==> src/verilog/cbag_pkg.sv <==
// Constants, register map and encodings of the circular and bit-reversed
// address generator. Assumes one core clock and an APB register port.
package cbag_pkg;
    localparam int AW = 24;
    localparam int PIVOT_W = 15;
    localparam int REV_W = 17;
    localparam int EA_LATENCY = 1;

    localparam logic [11:0] OFF_X_START = 12'h000;
    localparam logic [11:0] OFF_X_END = 12'h004;
    localparam logic [11:0] OFF_Y_START = 12'h008;
    localparam logic [11:0] OFF_Y_END = 12'h00C;
    localparam logic [11:0] OFF_MODE_CTRL = 12'h010;
    localparam logic [11:0] OFF_REV_CTRL = 12'h014;
    localparam logic [11:0] OFF_STATUS = 12'h018;

    localparam int XSEL_LSB = 0;
    localparam int YSEL_LSB = 4;
    localparam int XEN_BIT = 15;
    localparam int YEN_BIT = 14;
    localparam int REV_EN_BIT = 15;
    localparam int ST_WRAP_BIT = 24;
    localparam int ST_REV_BIT = 25;
    localparam logic [3:0] SEL_NONE = 4'hF;

    localparam logic [23:0] ADDR_RST = 24'h000000;
    localparam logic [15:0] MODE_RST = 16'h00FF;
    localparam logic [15:0] REV_RST = 16'h0000;

    typedef enum logic [2:0] {
        CBAG_U_XRD = 3'b001,
        CBAG_U_XWR = 3'b010,
        CBAG_U_YRD = 3'b100
    } cbag_unit_t;

    typedef enum logic [4:0] {
        CBAG_M_NONE = 5'b00001,
        CBAG_M_POST_INC = 5'b00010,
        CBAG_M_POST_DEC = 5'b00100,
        CBAG_M_PRE_INC = 5'b01000,
        CBAG_M_PRE_DEC = 5'b10000
    } cbag_mode_t;

    typedef enum logic [2:0] {
        CBAG_W_BYTE = 3'b001,
        CBAG_W_WORD = 3'b010,
        CBAG_W_LONG = 3'b100
    } cbag_width_t;
endpackage

==> src/verilog/cbag_top.sv <==
// Effective-address generator with circular and bit-reversed modes.
// Assumes the core presents requests synchronous to CORE_CLK and that the
// APB master follows the usual setup/access sequence.
module cbag_top
    import cbag_pkg::*;
(
    // Clock and reset
    input wire logic CORE_CLK,
    input wire logic RESET,
    // APB register port
    input wire logic PSEL,
    input wire logic PENABLE,
    input wire logic PWRITE,
    input wire logic [11:0] PADDR,
    input wire logic [31:0] PWDATA,
    input wire logic [3:0] PSTRB,
    output logic [31:0] PRDATA,
    output logic PREADY,
    output logic PSLVERR,
    // Address request from decode
    input wire logic REQ_VALID,
    input wire logic [2:0] REQ_UNIT,
    input wire logic [3:0] REQ_WREG,
    input wire logic [AW-1:0] REQ_PTR,
    input wire logic [4:0] REQ_MODE,
    input wire logic [2:0] REQ_WIDTH,
    input wire logic REQ_REVMOVE,
    // Address result to execute
    output logic EA_VALID,
    output logic [AW-1:0] EA_ADDR,
    output logic [AW-1:0] EA_PTR_NEXT,
    output logic EA_WRAPPED,
    output logic EA_REVERSED
);
    logic [AW-1:0] x_start_r;
    logic [AW-1:0] x_end_r;
    logic [AW-1:0] y_start_r;
    logic [AW-1:0] y_end_r;
    logic [15:0] mode_ctrl_r;
    logic [15:0] rev_ctrl_r;
    logic [AW-1:0] last_ea_r;
    logic last_wrap_r;
    logic last_rev_r;
    logic [2:0] unit_q_r;
    logic [2:0] width_q_r;
    logic revmove_q_r;

    logic [31:0] wmask;
    logic wr_en;
    logic apb_setup;
    logic addr_ok;
    logic [31:0] rd_nxt;

    cbag_unit_t unit;
    cbag_mode_t mode;
    cbag_width_t width;
    logic is_x;
    logic is_y;
    logic x_circ_on;
    logic y_circ_on;
    logic circ_hit;
    logic down;
    logic pre;
    logic [AW-1:0] mag;
    logic [AW-1:0] step;
    logic [AW-1:0] lin_next;
    logic [AW-1:0] c_start;
    logic [AW-1:0] c_end;
    logic [AW-1:0] circ_next;
    logic circ_wrap;
    logic [AW-1:0] rev_next;
    logic rev_act;
    logic [AW-1:0] ptr_nxt;
    logic wrap_nxt;
    logic [AW-1:0] ea_raw;
    logic [AW-1:0] ea_nxt;

    // APB decode
    genvar b;
    generate
        for (b = 0; b < 4; b++)
        begin : g_lane
            assign wmask[b*8 +: 8] = {8{PSTRB[b]}};
        end
    endgenerate

    assign apb_setup = PSEL && !PENABLE;
    assign wr_en = PSEL && PENABLE && PREADY && PWRITE && !PSLVERR;

    always_comb
    begin
        addr_ok = (PADDR[1:0] == 2'b00);
        rd_nxt = 32'h00000000;
        case (PADDR)
            OFF_X_START: rd_nxt = {8'h00, x_start_r};
            OFF_X_END: rd_nxt = {8'h00, x_end_r};
            OFF_Y_START: rd_nxt = {8'h00, y_start_r};
            OFF_Y_END: rd_nxt = {8'h00, y_end_r};
            OFF_MODE_CTRL: rd_nxt = {16'h0000, mode_ctrl_r};
            OFF_REV_CTRL: rd_nxt = {16'h0000, rev_ctrl_r};
            OFF_STATUS: rd_nxt = {6'h00, last_rev_r, last_wrap_r, last_ea_r};
            default: addr_ok = 1'b0;
        endcase
    end

    // One wait-free access cycle; ready is raised from the setup cycle
    always_ff @(posedge CORE_CLK)
    begin
        if (RESET)
        begin
            PREADY <= 1'b0;
            PSLVERR <= 1'b0;
            PRDATA <= 32'h00000000;
        end
        else
        begin
            PREADY <= apb_setup;
            PSLVERR <= apb_setup && !addr_ok;
            if (apb_setup)
                PRDATA <= (addr_ok && !PWRITE) ? rd_nxt : 32'h00000000;
        end
    end

    // Register file; writes honour byte strobes
    always_ff @(posedge CORE_CLK)
    begin
        if (RESET)
        begin
            x_start_r <= ADDR_RST;
            x_end_r <= ADDR_RST;
            y_start_r <= ADDR_RST;
            y_end_r <= ADDR_RST;
            mode_ctrl_r <= MODE_RST;
            rev_ctrl_r <= REV_RST;
        end
        else if (wr_en)
        begin
            case (PADDR)
                OFF_X_START: x_start_r <= AW'((x_start_r & ~wmask[AW-1:0])
                    | (PWDATA[AW-1:0] & wmask[AW-1:0]));
                OFF_X_END: x_end_r <= AW'((x_end_r & ~wmask[AW-1:0])
                    | (PWDATA[AW-1:0] & wmask[AW-1:0]));
                OFF_Y_START: y_start_r <= AW'((y_start_r & ~wmask[AW-1:0])
                    | (PWDATA[AW-1:0] & wmask[AW-1:0]));
                OFF_Y_END: y_end_r <= AW'((y_end_r & ~wmask[AW-1:0])
                    | (PWDATA[AW-1:0] & wmask[AW-1:0]));
                OFF_MODE_CTRL: mode_ctrl_r <= (mode_ctrl_r & ~wmask[15:0])
                    | (PWDATA[15:0] & wmask[15:0]);
                OFF_REV_CTRL: rev_ctrl_r <= (rev_ctrl_r & ~wmask[15:0])
                    | (PWDATA[15:0] & wmask[15:0]);
                default: ;
            endcase
        end
    end

    // Request decode
    assign unit = cbag_unit_t'(REQ_UNIT);
    assign mode = cbag_mode_t'(REQ_MODE);
    assign width = cbag_width_t'(REQ_WIDTH);
    assign is_x = (unit == CBAG_U_XRD) || (unit == CBAG_U_XWR);
    assign is_y = (unit == CBAG_U_YRD);

    assign x_circ_on = (mode_ctrl_r[XSEL_LSB +: 4] != SEL_NONE)
        && mode_ctrl_r[XEN_BIT]
        && (REQ_WREG == mode_ctrl_r[XSEL_LSB +: 4]);
    assign y_circ_on = (mode_ctrl_r[YSEL_LSB +: 4] != SEL_NONE)
        && mode_ctrl_r[YEN_BIT]
        && (REQ_WREG == mode_ctrl_r[YSEL_LSB +: 4]);
    assign circ_hit = (is_x && x_circ_on) || (is_y && y_circ_on);

    assign down = (mode == CBAG_M_POST_DEC) || (mode == CBAG_M_PRE_DEC);
    assign pre = (mode == CBAG_M_PRE_INC) || (mode == CBAG_M_PRE_DEC);

    always_comb
    begin
        case (width)
            CBAG_W_BYTE: mag = is_y ? 24'h000002 : 24'h000001;
            CBAG_W_WORD: mag = 24'h000002;
            CBAG_W_LONG: mag = 24'h000004;
            default: mag = 24'h000002;
        endcase
    end

    assign step = down ? AW'(24'h000000 - mag) : mag;
    assign lin_next = AW'(REQ_PTR + step);
    assign c_start = is_y ? y_start_r : x_start_r;
    assign c_end = is_y ? y_end_r : x_end_r;

    cbag_modulo u_modulo (
        .ptr(REQ_PTR),
        .step(step),
        .down(down),
        .start_a(c_start),
        .end_a(c_end),
        .next(circ_next),
        .wrapped(circ_wrap)
    );

    cbag_bitrev u_bitrev (
        .ptr(REQ_PTR),
        .pivot(rev_ctrl_r[PIVOT_W-1:0]),
        .long_w(width == CBAG_W_LONG),
        .next(rev_next)
    );

    // Reverse move may name one register as both pointers; no check needed
    assign rev_act = (unit == CBAG_U_XWR) && REQ_REVMOVE
        && rev_ctrl_r[REV_EN_BIT]
        && ((mode == CBAG_M_PRE_INC) || (mode == CBAG_M_POST_INC));

    always_comb
    begin
        ptr_nxt = lin_next;
        wrap_nxt = 1'b0;
        if (mode == CBAG_M_NONE)
            ptr_nxt = REQ_PTR;
        else if (rev_act)
            ptr_nxt = rev_next;
        else if (circ_hit)
        begin
            ptr_nxt = circ_next;
            wrap_nxt = circ_wrap;
        end
    end

    assign ea_raw = pre ? ptr_nxt : REQ_PTR;

    always_comb
    begin
        ea_nxt = ea_raw;
        // Alignment is forced, not trapped, for the reorder move
        if (REQ_REVMOVE && is_x)
        begin
            if (width == CBAG_W_LONG)
                ea_nxt[1:0] = 2'b00;
            else
                ea_nxt[0] = 1'b0;
        end
        if (is_y && circ_hit)
            ea_nxt[0] = 1'b0;
    end

    // Result stage: one cycle after the request
    always_ff @(posedge CORE_CLK)
    begin
        if (RESET)
        begin
            EA_VALID <= 1'b0;
            EA_ADDR <= ADDR_RST;
            EA_PTR_NEXT <= ADDR_RST;
            EA_WRAPPED <= 1'b0;
            EA_REVERSED <= 1'b0;
            unit_q_r <= CBAG_U_XRD;
            width_q_r <= CBAG_W_WORD;
            revmove_q_r <= 1'b0;
        end
        else
        begin
            EA_VALID <= REQ_VALID;
            if (REQ_VALID)
            begin
                EA_ADDR <= ea_nxt;
                EA_PTR_NEXT <= ptr_nxt;
                EA_WRAPPED <= wrap_nxt;
                EA_REVERSED <= rev_act;
                unit_q_r <= REQ_UNIT;
                width_q_r <= REQ_WIDTH;
                revmove_q_r <= REQ_REVMOVE;
            end
        end
    end

    // Status shows the most recent result
    always_ff @(posedge CORE_CLK)
    begin
        if (RESET)
        begin
            last_ea_r <= ADDR_RST;
            last_wrap_r <= 1'b0;
            last_rev_r <= 1'b0;
        end
        else if (REQ_VALID)
        begin
            last_ea_r <= ea_nxt;
            last_wrap_r <= wrap_nxt;
            last_rev_r <= rev_act;
        end
    end
endmodule

==> src/verilog/cbag_modulo.sv <==
// Circular next-pointer calculation for one buffer.
// Assumes start <= end and a step no larger than the buffer length.
module cbag_modulo
    import cbag_pkg::*;
(
    // Operands
    input wire logic [AW-1:0] ptr,
    input wire logic [AW-1:0] step,
    input wire logic down,
    input wire logic [AW-1:0] start_a,
    input wire logic [AW-1:0] end_a,
    // Result
    output logic [AW-1:0] next,
    output logic wrapped
);
    logic [AW-1:0] len;
    logic [AW-1:0] sum;
    logic pow2;
    logic hi;
    logic lo;

    assign len = AW'(end_a - start_a + AW'(1));
    assign sum = AW'(ptr + step);
    assign pow2 = ((len & AW'(len - AW'(1))) == '0);
    assign hi = (sum > end_a);
    assign lo = (sum < start_a);

    always_comb
    begin
        next = sum;
        wrapped = 1'b0;
        // Only the edge facing the travel is checked unless length is 2^n
        if (hi && (!down || pow2))
        begin
            next = AW'(sum - len);
            wrapped = 1'b1;
        end
        else if (lo && (down || pow2))
        begin
            next = AW'(sum + len);
            wrapped = 1'b1;
        end
    end
endmodule

==> src/verilog/cbag_bitrev.sv <==
// Reverse-carry pointer update for bit-reversed destination addressing.
// Assumes the buffer is aligned to its own size by software.
module cbag_bitrev
    import cbag_pkg::*;
(
    // Operands
    input wire logic [AW-1:0] ptr,
    input wire logic [PIVOT_W-1:0] pivot,
    input wire logic long_w,
    // Result
    output logic [AW-1:0] next
);
    logic [REV_W-1:0] mod;
    logic [REV_W-1:0] ptr_rev;
    logic [REV_W-1:0] mod_rev;
    logic [REV_W-1:0] sum_rev;
    logic [REV_W-1:0] sum;

    // Pivot counts elements; shift to bytes, by 2 for long and by 1 for word or byte
    assign mod = long_w ? {pivot, 2'b00} : {1'b0, pivot, 1'b0};

    genvar i;
    generate
        for (i = 0; i < REV_W; i++)
        begin : g_rev
            assign ptr_rev[i] = ptr[REV_W-1-i];
            assign mod_rev[i] = mod[REV_W-1-i];
            assign sum[i] = sum_rev[REV_W-1-i];
        end
    endgenerate

    assign sum_rev = REV_W'(ptr_rev + mod_rev);
    assign next = {ptr[AW-1:REV_W], sum};
endmodule

==> config.mk <==
export PLATFORM = sky130hd
export DESIGN_NAME = cbag_top
export DESIGN_NICKNAME = d
export VERILOG_FILES = /design/src/verilog/cbag_pkg.sv /design/src/verilog/cbag_top.sv /design/src/verilog/cbag_modulo.sv /design/src/verilog/cbag_bitrev.sv
export SDC_FILE = /design/constraint.sdc
export NUM_CORES = 1
export LEC_CHECK = 0
export BUFFER_PORTS_ARGS = -buffer_cell sky130_fd_sc_hd__clkbuf_2
export CELL_PAD_IN_SITES_DETAIL_PLACEMENT = 2
export CELL_PAD_IN_SITES_GLOBAL_PLACEMENT = 2
export CORE_ASPECT_RATIO = 0.6
export CORE_UTILIZATION = 33
export DETAILED_ROUTE_END_ITERATION = 6
export PLACE_DENSITY_LB_ADDON = 0.1
export SETUP_SLACK_MARGIN = 0.05
export SYNTH_ARGS = -nofsm -noshare
export SYNTH_HDL_FRONTEND = slang
export SYNTH_SLANG_ARGS = --single-unit
==> constraint.sdc <==
create_clock -name CORE_CLK -period 8 [get_ports CORE_CLK]
set_input_delay 0.4 -clock CORE_CLK [delete_from_list [all_inputs] [get_ports CORE_CLK]]
set_output_delay 0.4 -clock CORE_CLK [all_outputs]
set_load 0.005 [all_outputs]
==> reports/qor.yml, run 1 <==
synth_top_area_share_pct: 24.0
outcome: "finished, final reports clean"
period_share_pct: 94.3
layout.cells.non_filler: 3055
viasPerCell: 5.89
slowest_stage: "or4_1"
path_class: "input port to flop"
min_period_ns: 7.54
vias: 17981
worstPathArrival_ns: 7.94
numCtsBuffers: 21
clock-sinks: 207
place.gp.congestion: 0.904
crit_path_end_kind: "flop"
overflow: 0
yosysSeqAreaShare_pct: 24.0
clk_pin_slew_ns: 0.07
core_um2: 51200
diodes: 0
cp.required_ns: 8.40
synthTopCellsByCount: "304 x nor2_1, 207 x dfxtp_1, 178 x mux2i_1"
htreeDepth: 1
root_buffer: "clkbuf_16"
die_height_um: 179
grt_pass1_wl_um: 120000
hold_depth: 3
synth.most_common_cell: "nor2_1"
drive_above_1_share_pct: 16.3
synth.largest_area_cell: "dfxtp_1"
fp.dieArea_um2: 53200
yosys_warnings: 0
maxSlewHeadroom_pct: 11.8
start_util_pct: 33.7
holdCritPathClass: "input port to flop"
drt_iter0_drc: 1146
rows: 64
drt-total-wl_um: 80700
path_common_cell: "a21o_1"
ff2ff_setup_slack_ns: 0.83
grt_max_degree: 80
post-route-util_pct: 39.3
syn_inst: 2155
p_leak_uw: 0.00845
seqCellArea_um2: 4140
regToRegEndpoint: "EA_PTR_NEXT[23]"
grtUsageTotal_pct: 29.6
syn-cell-area_um2: 17200
skew_ns: 0.0129
reg2regPathDepth: 28
grt_antenna_before_repair: 2
first_pass_iters: 5
io_buffers: 163
ir_drop_uv: 127
ys_top_cells_by_area: "dfxtp_1 24%, ha_1 12%, mux2i_1 10%, nor2_1 6.6%, a21oi_1 4.7%"
cts.path.max_buffers: 3
slowest_delay_ns: 0.59
syn_avg_cell_area_um2: 8.00
placed_cells: 3019
ys_ff_latch: 207
ant_nets: 0
fin_nets: 2617
cts_setup_buffers: 0
insertion_delay_ns: 0.52
ys_async_sr_fraction_pct: 0
ys.flop_type: "dfxtp_1"
die_x_um: 297
drc: 0
crit_path_max_fanout: 5
hold_start: "PWDATA[16]"
syn2layout_area_growth_pct: 16.8
routedWlPerCell_um: 26.4
clock.fmax_mhz: 133
yosysUniqueCellTypes: 92
worst_setup_path_start_kind: "input port"
finalSetupViolCount: 0
maxCapViolations: 0
final-hold-violation-count: 0
grt_pass1_vias: 19050
synth-edff-count: 0
tightest_slew_ns: 1.32
ios: 179
p_per_area_nw_per_um2: 143
slew_viol_final: 0
rsz0062_at_grt: "false"
multi_input_area_um2: 12400
fill_cells: 5904
cts_tree: "yes"
place_hpwl_um: 64800
critical path, delay by kind of cell:
| kind | cells | cell delay, ns |
|---|---|---|
| simple gates | 4 | 1.61 |
| xor+xnor | 2 | 0.31 |
| compound gates | 23 | 4.68 |
| buf+inv | 2 | 0.36 |
| fa+ha+maj | 2 | 0.57 |
report_power, final:
part           switching, uW  internal [uW]
sequential              24.3           1050
clock                    468            626
combinational            451            262
total                    943           1940
cell type report:
type	instances	share of cell area (%)
Inverter	94	1.75
Timing Repair Buffer	271	8.31
Clock buffer	28	2.99
Clock inverter	8	0.609
Multi-Input combinational cell	1754	61.5
Sequential cell	207	20.6
Tap cell	693	4.30
kinds of logic (layout without fill, tap and decap cells):
| group | after synthesis | after routing | synth area share [%] |
|---|---|---|---|
| simple gates | 705 | 705 | 19.0 |
| compound gates | 581 | 581 | 22.8 |
| mux | 220 | 220 | 13.1 |
| flops | 207 | 207 | 24.0 |
| buf+inv | 199 | 401 | 4.60 |
| fa+ha+maj | 176 | 176 | 13.0 |
| xor+xnor | 66 | 66 | 3.46 |
| other cells | 1 | 6 | 0.0217 |
per-layer routing:
metal | vias to the layer above | routed length (um) | global-route usage, % | part of all wire, %
li1 | 8297 | - | - | -
met1 | 9111 | 39500 | 42.3 | 49
met2 | 467 | 35100 | 47.1 | 43
met3 | 104 | 4080 | 3.48 | 5.1
met4 | 2 | 2090 | 7.62 | 2.6
met5 | - | 10 | 0 | 0.012
metrics by stage:
step	hold WS [ns]	TNS, ns	power, uW	instance area [um^2]	setup slack [ns]
2_1_floorplan	0.439	0	1490	17300	0.392
3_3_place_gp	0.434	-0.148	1770	19400	-0.110
3_5_place_dp	0.451	-0.361	1800	19400	-0.253
4_1_cts	0.177	0	2890	20100	0.235
5_1_grt	0.198	0	3000	20100	0.137
6_report	0.188	0	2880	20100	0.455
cells in the final DEF, fill, tap and decap left out, types with 20 or more instances in the layout:
cell	instances
nor2_1	302
nand3_1	40
clkbuf_16	21
dfxtp_1	207
o21ai_0	94
nand2b_1	20
inv_1	93
nand4_1	21
buf_4	104
ha_1	169
xor2_1	22
a21o_1	45
a211oi_1	20
a31oi_1	33
mux2_2	42
xnor2_1	43
or3_1	21
nor3_1	45
a21oi_1	161
nor2b_1	26
nand2_1	141
mux2i_1	178
clkbuf_2	162
worst max path at each step:
stage	from	endpoint	cells after the start
floorplan	REQ_UNIT[1]	EA_PTR_NEXT[23]	31
global placement	REQ_UNIT[1]	EA_PTR_NEXT[23]	26
detailed placement	REQ_UNIT[1]	EA_PTR_NEXT[23]	26
CTS	REQ_UNIT[1]	EA_PTR_NEXT[23]	26
global route	REQ_MODE[2]	EA_PTR_NEXT[15]	37
finish	REQ_MODE[2]	EA_PTR_NEXT[4]	33
timing repair:
item                       in CTS  in global routing
resized for setup               0                  3
hold endpoints to repair        0                  0
setup endpoints to repair       0                  2
hold buffers                    0                  0
Note: power is estimated with default switching activity, not from simulation.
==> inputs of run 2 (changes only) <==
- CORE_MARGIN: unset -> 2
- SYNTH_HIERARCHICAL: unset -> 1
==> reports/qor.yml, run 2 <==
p_leak_uw: 0.00916  # +8.4%
clock.fmax_mhz: 133  # about the same
crit_path_max_fanout: 9  # +4
placed_cells: 3278  # +8.6%
die_height_um: 190  # +6.2%
synth-compound-area-share_pct: 25.8  # +3.0 points
worst_setup_path_start_kind: "input port"
total_power_uw: 3100  # +7.7%
cts_resized: 0  # unchanged
ios: 179  # unchanged
fp.dieArea_um2: 59800  # +12%
drc: 2  # +2
synth-edff-count: 0  # unchanged
synth_xor_xnor_area_share_pct: 3.67  # +0.21 points
routedWlPerCell_um: 26.9  # +1.6%
grt_antenna_before_repair: 1  # -1
finalSetupViolCount: 0  # unchanged
grt_pass1_wl_um: 134000  # +11%
crit_path_end_kind: "flop"
fin_area_um2: 21800  # +8.0%
final-hold-violation-count: 0  # unchanged
core_um2: 57300  # +12%
syn2layout_area_growth_pct: 14.2
start_util_pct: 33.3  # -0.37 points
cp.required_ns: 8.47  # +0.07 ns
rsz0062_at_grt: "true"
synth.largest_area_cell: "dfxtp_1"
synthAdderAreaFrac_pct: 13.9  # +0.91 points
synthTopCellsByCount: "258 x nor2_1, 207 x dfxtp_1, 207 x nand2_1"
violations: "design-rule violations"
drt-total-wl_um: 89200  # +10%
post-route-util_pct: 38.0  # -1.3 points
grt_max_degree: 124  # +55%
vias: 19544  # +8.7%
cts.path.max_buffers: 3  # unchanged
cts_setup_buffers: 0  # unchanged
final_cell_mix: "257 x nor2_1, 207 x dfxtp_1, 207 x nand2_1"
syn_avg_cell_area_um2: 7.98  # -0.24%
yosys_warnings: 6  # +6
drive_above_1_share_pct: 16.4  # +0.13 points
htreeDepth: 1  # unchanged
clk_pin_slew_ns: 0.07  # about the same
place_area_um2: 21000  # +8.0%
tightest_slew_ns: 1.20  # -0.120 ns
hold_buffers: 0  # unchanged
io_buffers: 163  # unchanged
multi_input_area_um2: 14000  # +13%
maxCapViolations: 0  # unchanged
ir_drop_uv: 179  # +41%
grtUsageTotal_pct: 29.4  # -0.26 points
viasPerCell: 5.88  # about the same
fill_cells: 6563  # +11%
skew_ns: 0.0137  # +0.000826 ns
min_period_ns: 7.55  # +0.00208 ns
ys.flop_type: "dfxtp_1"
yosysSeqAreaShare_pct: 21.7  # -2.3 points
syn_inst: 2387  # +11%
p_per_area_nw_per_um2: 143  # -0.35%
path_class: "input port to flop"
period_share_pct: 94.3  # about the same
slew_viol_final: 0  # unchanged
numCtsBuffers: 25  # +19%
holdCritPathClass: "input port to flop"
layout.cells.non_filler: 3321  # +8.7%
fin_nets: 2835  # +8.3%
first_pass_iters: 7  # +2
slowest_stage: "nor4_2"
ys_async_sr_fraction_pct: 0  # unchanged
rows: 68  # +6.3%
worstPathArrival_ns: 8.02  # +0.08 ns
root_buffer: "clkbuf_16"
ys_ff_latch: 207  # unchanged
clock-sinks: 207  # unchanged
overflow: 0  # unchanged
ant_nets: 0  # unchanged
diodes: 0  # unchanged
insertion_delay_ns: 0.58  # +0.06 ns
grt_pass1_vias: 20253  # +6.3%
outcome: "finished, violations left"
yosysUniqueCellTypes: 108  # +17%
cts_tree: "yes"
yosys.area_share.simple_pct: 18.9  # -0.095 points
place_hpwl_um: 72300  # +12%
syn-cell-area_um2: 19100  # +10%
place.gp.congestion: 0.898  # -0.67%
slowest_delay_ns: 0.44  # -0.15 ns
synthMuxAreaShare_pct: 10.4  # -2.7 points
synth.most_common_cell: "nor2_1"
drt_iter0_drc: 1754  # +53%
maxSlewHeadroom_pct: 18.1  # +6.3 points
mostFrequentLayoutCell: "nor2_1"
ys_top_cells_by_area: "dfxtp_1 22%, ha_1 13%, mux2i_1 6.6%, nor2_1 5.1%, a21oi_1 4.5%"
seqCellArea_um2: 4140  # unchanged
setup_tns_ns: 0  # unchanged
ff2ff_setup_slack_ns: 1.26  # +0.43 ns
synth_top_family_by_area: "compound AO/OA/AOI/OAI gates"
synth_top_area_share_pct: 21.7  # -2.3 points
die_x_um: 314  # +5.8%
==> run 2: final cells by class <==
cell class | count | share of cell area [%]
inverter | 126 | 2.17
multi-input combinational | 1932 | 64.1
clock buffer | 38 | 3.28
sequential | 207 | 19.0
tap | 770 | 4.43
clock inverter | 5 | 0.264
timing repair buffer | 243 | 6.68
==> run 2: path summary, 6_finish.rpt <==
| kind | startpoint | endpoint | cells after the start |
|---|---|---|---|
| max | REQ_MODE[2] | last_ea_r[21] | 38 |
| min | PWDATA[18] | flop | 3 |
| max reg2reg | flop | last_ea_r[21] | 27 |
| min reg2reg | PRDATA[21] | PRDATA[21] | 2 |
==> run 2: kinds of logic (layout without fill, tap and decap cells) <==
family | after synthesis | in the layout
other | 1 | 6
AO/OA/AOI/OAI | 689 | 689
AND/OR/NAND/NOR | 760 | 760
multiplexers | 190 | 190
buffers and inverters | 253 | 412
XOR/XNOR | 79 | 79
adder cells (fa/ha/maj) | 208 | 208
flip-flops | 207 | 207
==> run 2: stage by stage <==
| stage | hold slack, ns | setup slack, ns |
|---|---|---|
| CTS | 0.109 | 0.312 |
| global placement | 0.440 | -0.210 |
| floorplan | 0.445 | 0.213 |
| detailed placement | 0.447 | -0.274 |
| finish | 0.113 | 0.453 |
| global route | 0.130 | 0.0311 |
==> run 2: metal layers <==
metal | wire length (um) | global-route usage [%]
met1 | 44200 | 43.2
met2 | 37700 | 44.5
met3 | 5210 | 4.57
met4 | 2080 | 6.79
met5 | 0 | 0
==> run 2: where the power goes <==
group	internal [uW]	total [uW]	switching, uW
registers	1050	1080	31.6
logic	329	868	539
clock network	644	1150	507
==> run 2: critical path: cells and delay by family <==
family / cells / cell delay, ns
XOR/XNOR: 2 / 0.38
buffers and inverters: 8 / 1.22
AND/OR/NAND/NOR: 10 / 1.91
adder cells (fa/ha/maj): 2 / 0.62
AO/OA/AOI/OAI: 16 / 3.45
==> inputs of run 3 (changes only) <==
- CORE_UTILIZATION: 33 -> 37
- SLEW_MARGIN: unset -> 20
- clock period: 8 -> 7.7 ns (I/O delays scaled with it)
==> reports/qor.yml, run 3 (synthesized netlist as in run 2, its figures left out) <==
ir_drop_uv: 153  # -14%
p_per_area_nw_per_um2: 147  # +3.4%
diodes: 0  # unchanged
fill_cells: 5819  # -11%
cp_top_family: "compound AO/OA/AOI/OAI gates"
vias: 20161  # +3.2%
htreeDepth: 1  # unchanged
slowest_stage: "a2111oi_0"
cts_tree: "yes"
maxCapViolations: 0  # unchanged
grt_antenna_before_repair: 5  # +4
rsz0062_at_grt: "false"
core_um2: 50900  # -11%
post-route-util_pct: 43.3  # +5.3 points
final-hold-violation-count: 0  # unchanged
routedWlPerCell_um: 27.6  # +2.7%
root_buffer: "clkbuf_16"
slew_viol_final: 0  # unchanged
skew_ns: 0.0254  # +0.0116 ns
place.gp.congestion: 0.928  # +3.3%
rows: 64  # -5.9%
period_share_pct: 94.2
maxSlewHeadroom_pct: 24.2  # +6.1 points
mostFrequentLayoutCell: "nor2_1"
first_pass_iters: 7  # unchanged
outcome: "finished, violations left"
place_hpwl_um: 73100  # +1.2%
p_leak_uw: 0.00936  # +2.2%
finalSetupViolCount: 0  # unchanged
path_class: "input port to flop"
ios: 179  # unchanged
slowest_delay_ns: 0.51  # +0.07 ns
final_cell_mix: "255 x nor2_1, 207 x dfxtp_1, 207 x nand2_1"
syn2layout_area_growth_pct: 15.6
viasPerCell: 6.14  # +4.3%
drt_iter0_drc: 1639  # -6.6%
numCtsBuffers: 25  # unchanged
worstPathArrival_ns: 7.68  # -0.34 ns
min_period_ns: 7.26
grt_pass1_wl_um: 136000  # +1.7%
cts.path.max_buffers: 3  # unchanged
ant_nets: 0  # unchanged
drt-total-wl_um: 90600  # +1.6%
grt_max_degree: 88  # -29%
drive_above_1_share_pct: 18.1  # +1.6 points
die_x_um: 297  # -5.5%
io_buffers: 163  # unchanged
cp.required_ns: 8.12  # -0.35 ns
grtUsageTotal_pct: 33.0  # +3.6 points
hold_buffers: 0  # unchanged
start_util_pct: 37.4  # +4.1 points
holdWs_ns: 0.125  # +0.0123 ns
drc: 6  # +4
path_common_cell: "buf_4"
crit_path_max_fanout: 7  # -2
holdCritPathClass: "input port to flop"
crit_path_end_kind: "flop"
violations: "design-rule violations"
tightest_slew_ns: 1.13  # -0.0687 ns
insertion_delay_ns: 0.57  # about the same
grt_pass1_vias: 21195  # +4.7%
cp_num_buf_inv: 7  # -1
fp.dieArea_um2: 53400  # -11%
clock.fmax_mhz: 138
seqCellArea_um2: 4140  # unchanged
total_power_uw: 3250  # +4.7%
overflow: 0  # unchanged
clk_pin_slew_ns: 0.07  # about the same
die_height_um: 180  # -5.4%
fin_nets: 2877  # +1.5%
worst_setup_path_start_kind: "input port"
multi_input_area_um2: 14000  # +0.24%
clock-sinks: 207  # unchanged
## run 3: cell count changes in the layout (fill, tap and decap cells not counted), moves of 2 or more
| cell | delta |
|---|---|
| buf_12 | +2 |
| nor2_1 | -2 |
| buf_6 | +2 |
| nor3_1 | -2 |
| nor4_4 | +2 |
| nor2b_1 | -2 |
| nor2b_2 | +2 |
| clkbuf_1 | -4 |
| nor4_2 | -2 |
| nor3_2 | +2 |
| buf_4 | +38 |
## run 3: path summary, 6_finish.rpt
kind	startpoint	endpoint	slack [ns]	depth (start not counted)
setup / recovery	REQ_MODE[2]	last_ea_r[9]	0.44	37
hold / removal	PWDATA[20]	flop	0.13	3
setup reg to reg	flop	last_ea_r[22]	1.05	29
hold reg to reg	PRDATA[0]	PRDATA[0]	0.46	2
## run 3: worst min-delay path, cell delays in order
cell	delay [ns]
clkbuf_2	0.12
mux2i_1	0.07
nor2_1	0.07
## run 3: power breakdown
part / total (uW) / leakage (uW) / switching (uW) / internal (uW)
registers: 1120 / 0.00168 / 30.3 / 1090
logic: 955 / 0.00731 / 584 / 371
clock network: 1170 / 0.000371 / 528 / 642
total: 3250 / 0.00936 / 1140 / 2100
## run 3: per-layer routing
metal	vias to the layer above	share of wire, %	global-route usage [%]
met4	4	3.5	10.8
met5	-	0.033	0
met1	10270	47	46.0
met3	128	8.0	8.61
met2	577	42	49.1
li1	9182	-	-
## run 3: what timing repair did
item                       in CTS  in global routing
gates resized for setup         0                  8
buffers inserted                0                  0
setup endpoints to repair       0                 34
## run 3: area by class of cell
type,count,share of cell area [%]
Sequential cell,207,18.8
Multi-Input combinational cell,1932,63.5
Inverter,126,2.15
Clock inverter,6,0.199
Timing Repair Buffer,285,8.18
Clock buffer,35,3.24
Tap cell,693,3.94
## run 3: stage by stage
stage	instance area, um^2	setup TNS [ns]	instances	setup slack (ns)
after floorplan	19100	0	2392	0.442
after global placement	21200	-0.0246	3243	-0.0187
after detailed placement	21200	-1.83	3243	-0.142
after CTS	22000	0	3284	0.384
after global routing	22000	0	3284	0.0748
final	22000	0	3284	0.443
